==> config.mk <==
export PLATFORM = sky130hd
export DESIGN_NAME = rps_pin_select
export DESIGN_NICKNAME = d
export VERILOG_FILES = /design/src/verilog/rps_pkg.sv /design/src/verilog/rps_pin_select.sv
export SDC_FILE = /design/constraint.sdc
export NUM_CORES = 1
export LEC_CHECK = 0
export BUFFER_PORTS_ARGS = -buffer_cell sky130_fd_sc_hd__buf_2
export CAP_MARGIN = 15
export CORE_ASPECT_RATIO = 1.5
export CORE_UTILIZATION = 50
export CTS_BUF_LIST = sky130_fd_sc_hd__clkbuf_4 sky130_fd_sc_hd__clkbuf_8
export DETAILED_ROUTE_END_ITERATION = 16
export PLACE_DENSITY = 0.73
export SETUP_SLACK_MARGIN = 0.15
export SLEW_MARGIN = 20
export SYNTH_ARGS = -nofsm -noshare
export SYNTH_HDL_FRONTEND = slang
export SYNTH_SLANG_ARGS = --single-unit
==> constraint.sdc <==
create_clock -name clock -period 2.1 [get_ports clock]
set_input_delay 0 -clock clock [delete_from_list [all_inputs] [get_ports clock]]
set_output_delay 0 -clock clock [all_outputs]
set_load 0.03 [all_outputs]
==> src/verilog/rps_pkg.sv <==
// Package for the remappable pin select crossbar
package rps_pkg;
   localparam int RPS_PIN_COUNT = 26;
   localparam int RPS_SEL_W = 5;
   localparam int RPS_OUT_REGS = 13;
   localparam int RPS_FUNC_COUNT = 32;
   localparam int RPS_ADDR_W = 6;
   // Byte offsets
   localparam logic [5:0] RPS_OFS_SPI2_SEL = 6'h00;
   localparam logic [5:0] RPS_OFS_CAN_SEL = 6'h04;
   localparam logic [5:0] RPS_OFS_OUT_MAP0 = 6'h08;
   // Field positions
   localparam int RPS_EVEN_LSB = 0;
   localparam int RPS_ODD_LSB = 8;
   // Reset values, tied-low and no-function codes
   localparam logic [4:0] RPS_IN_SEL_RST = 5'h1f;
   localparam logic [4:0] RPS_OUT_SEL_RST = 5'h00;
   localparam logic [4:0] RPS_SEL_TIED_LOW = 5'h1f;
   localparam logic [4:0] RPS_FUNC_NONE = 5'h00;

   typedef struct packed {
      logic read;
      logic write;
      logic [RPS_ADDR_W-1:0] address;
      logic [31:0] writedata;
   } rps_bus_req_s;
endpackage : rps_pkg

==> src/verilog/rps_pin_select.sv <==
// Remappable pin select crossbar with Avalon-MM register slave
module rps_pin_select
   import rps_pkg::*;
#(
   parameter bit HAS_CAN = 1'b1,
   parameter bit PINS_44 = 1'b1
)
(
   input wire logic clock,
   input wire logic arst_n,
   input wire rps_bus_req_s busReq,
   output logic [31:0] readdata,
   output logic waitrequest,
   input wire logic [RPS_PIN_COUNT-1:0] remappablePinIn,
   output logic spi2SlaveSelectIn,
   output logic canReceiveIn,
   input wire logic [RPS_FUNC_COUNT-1:0] periphOut,
   input wire logic [RPS_PIN_COUNT-1:0] portOut,
   output logic [RPS_PIN_COUNT-1:0] remappablePinOut,
   output logic [RPS_PIN_COUNT-1:0] pinRemapped
);
   localparam int OUT_REGS_LIVE = PINS_44 ? RPS_OUT_REGS : 8;

   logic [4:0] spi2SelectSource;
   logic [4:0] canReceiveSource;
   logic [4:0] pinFunctionCode [RPS_PIN_COUNT];
   logic ackPending;

   wire logic access = busReq.read | busReq.write;
   wire logic [3:0] wordIdx = busReq.address[5:2];
   wire logic hitSpi = busReq.address == RPS_OFS_SPI2_SEL;
   wire logic hitCan = (busReq.address == RPS_OFS_CAN_SEL) && HAS_CAN;
   wire logic [3:0] outIdx = 4'(wordIdx - 4'(RPS_OFS_OUT_MAP0 >> 2));
   wire logic hitOut = (busReq.address[1:0] == 2'b00) && (wordIdx >= 4'd2)
      && (outIdx < 4'(OUT_REGS_LIVE));
   // Write lands at the edge where waitrequest is seen low
   wire logic doWrite = busReq.write && ackPending;
   wire logic [4:0] wrEven = busReq.writedata[RPS_EVEN_LSB +: RPS_SEL_W];
   wire logic [4:0] wrOdd = busReq.writedata[RPS_ODD_LSB +: RPS_SEL_W];

   wire logic [31:0] rdSpi = {27'h0, spi2SelectSource};
   wire logic [31:0] rdCan = {27'h0, canReceiveSource};
   wire logic [31:0] rdOut = hitOut ?
      {19'h0, pinFunctionCode[{outIdx, 1'b1}], 3'h0, pinFunctionCode[{outIdx, 1'b0}]} : 32'h0;
   wire logic [31:0] next_readdata = hitSpi ? rdSpi : hitCan ? rdCan : rdOut;

   // One wait cycle, then acknowledge
   always_ff @(posedge clock or negedge arst_n)
   begin
      if (!arst_n)
      begin
         ackPending <= 1'b0;
         waitrequest <= 1'b1;
         readdata <= 32'h0;
      end
      else
      begin
         ackPending <= access && !ackPending;
         waitrequest <= !(access && !ackPending);
         readdata <= (busReq.read && !ackPending) ? next_readdata : 32'h0;
      end
   end

   always_ff @(posedge clock or negedge arst_n)
   begin
      if (!arst_n)
      begin
         spi2SelectSource <= RPS_IN_SEL_RST;
         canReceiveSource <= RPS_IN_SEL_RST;
      end
      else
      begin
         if (doWrite && hitSpi)
            spi2SelectSource <= wrEven;
         if (doWrite && hitCan)
            canReceiveSource <= wrEven;
      end
   end

   function automatic logic pickPin(input logic [4:0] sel, input logic [25:0] pins);
      logic v;
      v = 1'b0;
      if (sel < 5'(RPS_PIN_COUNT))
         v = pins[sel];
      return v;
   endfunction : pickPin

   wire logic next_spi2 = pickPin(spi2SelectSource, remappablePinIn);
   wire logic next_can = HAS_CAN ? pickPin(canReceiveSource, remappablePinIn) : 1'b0;

   always_ff @(posedge clock or negedge arst_n)
   begin
      if (!arst_n)
      begin
         spi2SlaveSelectIn <= 1'b0;
         canReceiveIn <= 1'b0;
      end
      else
      begin
         spi2SlaveSelectIn <= next_spi2;
         canReceiveIn <= next_can;
      end
   end

   genvar p;
   generate
      for (p = 0; p < RPS_PIN_COUNT; p++)
      begin : g_pin
         localparam logic [3:0] REG_IDX = 4'(p / 2);
         wire logic [4:0] wrField = (p % 2 == 0) ? wrEven : wrOdd;
         wire logic wrHit = doWrite && hitOut && (outIdx == REG_IDX);
         wire logic [4:0] code = pinFunctionCode[p];
         wire logic remapped = code != RPS_FUNC_NONE;
         wire logic next_pin = remapped ? periphOut[code] : portOut[p];

         always_ff @(posedge clock or negedge arst_n)
         begin
            if (!arst_n)
            begin
               pinFunctionCode[p] <= RPS_OUT_SEL_RST;
               remappablePinOut[p] <= 1'b0;
               pinRemapped[p] <= 1'b0;
            end
            else
            begin
               if (wrHit)
                  pinFunctionCode[p] <= wrField;
               remappablePinOut[p] <= next_pin;
               pinRemapped[p] <= remapped;
            end
         end
      end
   endgenerate
endmodule : rps_pin_select

**After elaboration in Yosys (flattened, before gate mapping)**

Cells that the tools add are included.
W data, S select, Z words.

- Reduce and logical (&&, ||, !) cells: 52
- Bitwise gates (word level): 3
- Eq/ne operators: 13
- Add/sub/neg operators: 1
- Multiply operators: 0
- Shift operators: 0
- $lt $le $gt $ge: 34
- Multiplexer cells: 94
- Divide/modulo/power cells: 0

Operators by type and width:

| operator | count |
|---|---|
| $lt A5 B6 Y1 const B | 28 |
| $bmux W1 S5 | 28 |
| $reduce_bool A5 Y1 | 26 |
| $mux W1 | 56 |
| $mux W13 | 4 |
| $bmux W5 S5 | 2 |
| $logic_and A1 B1 Y1 | 21 |
| $eq A4 B4 Y1 const B | 5 |
| $mux W5 | 4 |
| $eq A4 B3 Y1 const B | 4 |
| $ge A6 B6 Y1 const B | 2 |
| $not A5 Y6 | 2 |
| $lt A5 B5 Y1 const B | 2 |
| $eq A4 B2 Y1 const B | 2 |
| $eq A6 B3 Y1 const B | 1 |
| $logic_not A6 Y1 | 1 |
| $eq A4 B1 Y1 const B | 1 |
| $ge A4 B2 Y1 const B | 1 |
| $logic_not A4 Y1 | 1 |
| $lt A4 B4 Y1 const B | 1 |
| $sub A4 B2 Y4 const B | 1 |
| $logic_not A1 Y1 | 2 |
| $logic_not A2 Y1 | 1 |
| $or A1 B1 Y1 | 1 |

- Output and inout port bits: 87
- Bits in latches: 0
- Input port bits: 126
- Bits in registers: 209
- Memory bits (read-only): 0
- Memories kept: 0
- Memory bits (writable): 0

**Depth between registers and ports, before layout**

- Depth in word-level cells: 9
- Gate-level depth with buffers: 9
- Gate-level depth less buffers: 7

**Worst setup path after synthesis**

No wires, ideal clock.

- Path type: reg2reg
- Start: register canReceiveSource[0]
- End: register canReceiveIn
- Library setup time: 0.125 ns
- Data required time: 1.975 ns
- Data arrival time: 1.939 ns
- Stages on the path, launching flop included: 5
- Period minus slack after synthesis: 2.064 ns
- Path slack: 0.036 ns
- Cell sequence: dfstp_2 -> buf_2 -> mux4_2 -> mux4_2 -> mux2_2

- Cells in the longest elaborated chain, start to end: 3

Ends and longest elaborated chain:

| item | RTL line | source |
|---|---|---|
| start: declaration | rps_pin_select.sv:25 | `logic [4:0] canReceiveSource;` |
| start signal: assignment | rps_pin_select.sv:76 | `canReceiveSource <= wrEven;` |
| $bmux W1 S5 | rps_pin_select.sv:84 | `v = pins[sel];` |
| $mux W1 (implied by the code) | rps_pin_select.sv:84 |  |
| $mux W1 (*) | rps_pin_select.sv:83 | `if (sel < 5'(RPS_PIN_COUNT))` |
| via next_can | rps_pin_select.sv:89 | `wire logic next_can = HAS_CAN ? pickPin(canReceiveSource, remappablePinIn) : 1'b0;` |
| end signal: assignment | rps_pin_select.sv:101 | `canReceiveIn <= next_can;` |
| end: declaration | rps_pin_select.sv:16 | `output logic canReceiveIn,` |

The timed path passes the listed nets; every way through them passes the cells marked *. The select of a mux whose other input is x is not followed.
A chain may end at the register's enable or synchronous reset.

**Worst setup path in the final report**

Same ends and word-level chain as after synthesis.

==> key figures <==
Clock network
  • H-tree depth: 2
  • CTS max path bufs: 3
  • CTS Sinks: between 200 and 250
  • Root buffer cell: clkbuf_8
  • Clock-pin slew on the worst setup and hold paths: approximately 60 ps
  • Worst skew pair latency: ~560 ps
  • CTS buffer count: 36
  • CTS tree: built

Setup path
  • Crit Path Max Fanout: 5
  • Reg-to-reg slack, setup: around 93 ps
  • Setup CP Type: reg2reg
  • CP startpoint kind: flip-flop
  • Family with the most delay on the worst path: multiplexers
  • Most used cell, CP: mux4_2
  • Crit path buf inv count: 0
  • CP Cell Sequence: mux4_2, mux4_2, mux2_4
  • Worst Path Required: around 2500 ps
  • Crit-path max cell delay: ~630 ps
  • CP max-delay cell: dfstp_2
  • Data arrival, critical path: 2450 ps
  • Worst Setup End Kind: flip-flop

Routing
  • Avg Vias per Cell: 6.73
  • Routed WL: 63.9 mm
  • Initial DRC count: about 1600
  • Via count: around 16000
  • DRC: 0
  • WL/cell: between 20 and 30 um
  • Detailed Routing Iterations Pass 1: 5
  • Final ANT Viol Nets: 0

Timing
  • FMAX: about 500 MHz
  • Slew @ Worst Pin: 991 ps
  • Final setup viols: 0
  • Clock Skew: 13.3 ps
  • Fin crit share: ~96%
  • Post-route setup TNS: 0 ps
  • Slew Viols, Final: 0
  • Slew HR: about a third
  • Crit path time final: 2010 ps
  • Final Hold Vio Count: 0
  • RSZ-0062 raised after global routing: yes

Finish
  • Final #Nets: 2023
  • Most common library cell in the layout ignoring fill and taps: mux2i_1
  • Design Area, Final: around 21000 um2
  • Commonest non-fill, non-tap cells in the layout: mux2i_1, a22oi_1, dfrtp_1
  • Proportion of layout cells with a drive suffix above 1: between 30% and 40%
  • Synthesis-to-finish area growth: 17.4%

Die
  • Chip height: 232 um
  • Initial Util: 51.2%
  • Die footprint: 36000 um2
  • Io pins: around 210
  • Die width: roughly 160 um
  • Core Area: ~34000 um2
  • # rows: 83

Logic synthesis
  • Post-synthesis instance total: ~1700
  • Synth Flop Type: dfrtp_1
  • Combinational family with the most area after synthesis: multiplexers
  • Yosys top cell area share: around 28%
  • Cell taking the most area after synthesis: dfrtp_1
  • Synth async-reset ratio: between 90% and 100%
  • Xor/xnor cell area share of the yosys netlist: less than 1%
  • Ys Warns: 0
  • Ranking of synthesized cells by area: dfrtp_1, mux2i_1, mux2_2, a22oi_1, mux4_2
  • EDFF count, synth: 0
  • Post-synthesis sequential area ratio: 29.3%
  • Cell area after synthesis: ~18000 um2
  • Distinct cells, synth: between 50 and 60
  • Post-Synth Adder-Cell Area: less than 1%
  • Post-Synth Simple-Gate Area: 9.98%
  • Post-Syn Area per Cell: between 10 and 15 um2
  • FF+latch count, synth: roughly 210
  • Mux share of post-synthesis cell area: 41.4%
  • Post-synthesis compound-gate area fraction: about 13%

GRT
  • First-pass GRT wire length: ~95 mm
  • Antenna violations before repair: 0
  • Vias in the first global route: 16000
  • Tot GR Track Use: roughly a third
  • Overflow after GRT: 0
  • Largest net degree at the start of global routing: between 50 and 60

Placed design
  • Gpl congestion: a little under 1
  • Placed inst area: between 15000 and 20000 um2
  • IO buf count: 168
  • Hpwl dp: roughly 42 mm

Run status
  • Status: finished clean

Flow run
  • MaxCap Viol Count: 0

Min path
  • Class of the worst hold path: in2reg

Power
  • Maximum VDD drop: around 0.7 mV
  • Leak: between 8 and 9 nW
  • PwrDens: 698 nW/um2
-- layout make-up --
cell class	count	area (um2)
inverters	5	18.8
diodes	1	2.50
fillers	2884	13800
multi-input cells	1302	11500
flip-flops and latches	206	5180
repair buffers	345	2570
well taps	467	584
clock buffers	52	691
clock inverters	12	160
-- Yosys cell counts, drive strengths merged (6+ instances only) --
library cell    n
mux2i         398
nor3           29
mux2          166
nand2b         48
a211oi         32
buf            93
and2           25
a22oi         192
a21oi          81
dfrtp         195
nor2b          52
nor4           27
nor2           38
o21ai          18
nand3           6
clkbuf        102
nand2          75
mux4           62
dfstp          11
-- final timing paths --
path	end	start	cells past startpoint
min in group asynchronous	canReceiveSource[3]	arst_n	2
max	canReceiveIn	canReceiveSource[0]	3
min reg2reg	g_pin[14].code[0]	g_pin[14].code[0]	1
max in group asynchronous	g_pin[3].code[0]	arst_n	3
min	readdata[1]	busReq[36]	5
max reg2reg	canReceiveIn	canReceiveSource[0]	3
-- logic make-up after synthesis --
| group | count (synthesis) |
|---|---|
| multiplexers | 626 |
| AO/OA/AOI/OAI | 333 |
| AND/OR/NAND/NOR | 318 |
| buffers and inverters | 211 |
| flip-flops | 206 |
| XOR/XNOR | 2 |
| adder cells (fa/ha/maj) | 1 |
| other | 1 |
-- flip-flops by register name (all words and copies together) (netlist names) --
register	cells
remappablePinOut	26
ackPending	1
g_pin.code	130
pinRemapped	26
readdata	10
spi2SlaveSelectIn	1
spi2SelectSource	5
canReceiveIn	1
waitrequest	1
canReceiveSource	5
-- worst min-delay path, delay by kind of cell --
family                 cells  cell delay [ps]
AO/OA/AOI/OAI              2              220
buffers and inverters      1              130
AND/OR/NAND/NOR            2              190
-- layer usage --
metal,share of wire (%),vias up,wire length [um],track usage [%]
met5,0,-,0,0
met4,8.9,0,5670,28.2
met3,10,399,6660,8.59
met2,45,1137,28900,55.5
met1,35,7737,22600,40.9
li1,-,6822,-,-
-- power by group --
part           internal (W)  switching (W)  leakage (nW)
registers           0.00449       0.000473          2.70
logic               0.00210        0.00293          5.02
clock network       0.00261        0.00183         0.451
total               0.00921        0.00523          8.17
-- what timing repair did --
action	CTS	global route
endpoints found under the hold margin	313	0
resized for setup	6	14
hold buffers	40	0
pin swaps	0	0
setup buffers	0	6
endpoints found under the setup margin	8	18
cloned	0	0
-- stage by stage --
| stage | hold WS, ps | utilization [%] | std cells | total power (W) | setup slack, ps |
|---|---|---|---|---|---|
| global placement | -44.0 | 56.0 | 2279 | 0.00973 | 22.5 |
| floorplan | -296 | - | 1719 | 0.00831 | 135 |
| finish | 19.5 | 60.0 | 2390 | 0.0144 | 93.5 |
| global route | 29.9 | 60.0 | 2389 | 0.0150 | 43.3 |
| detailed placement | -43.5 | 56.0 | 2279 | 0.00985 | 31.5 |
| CTS | 4.09 | 59.7 | 2383 | 0.0144 | 96.7 |
Note: power is estimated with default switching activity, not from simulation.
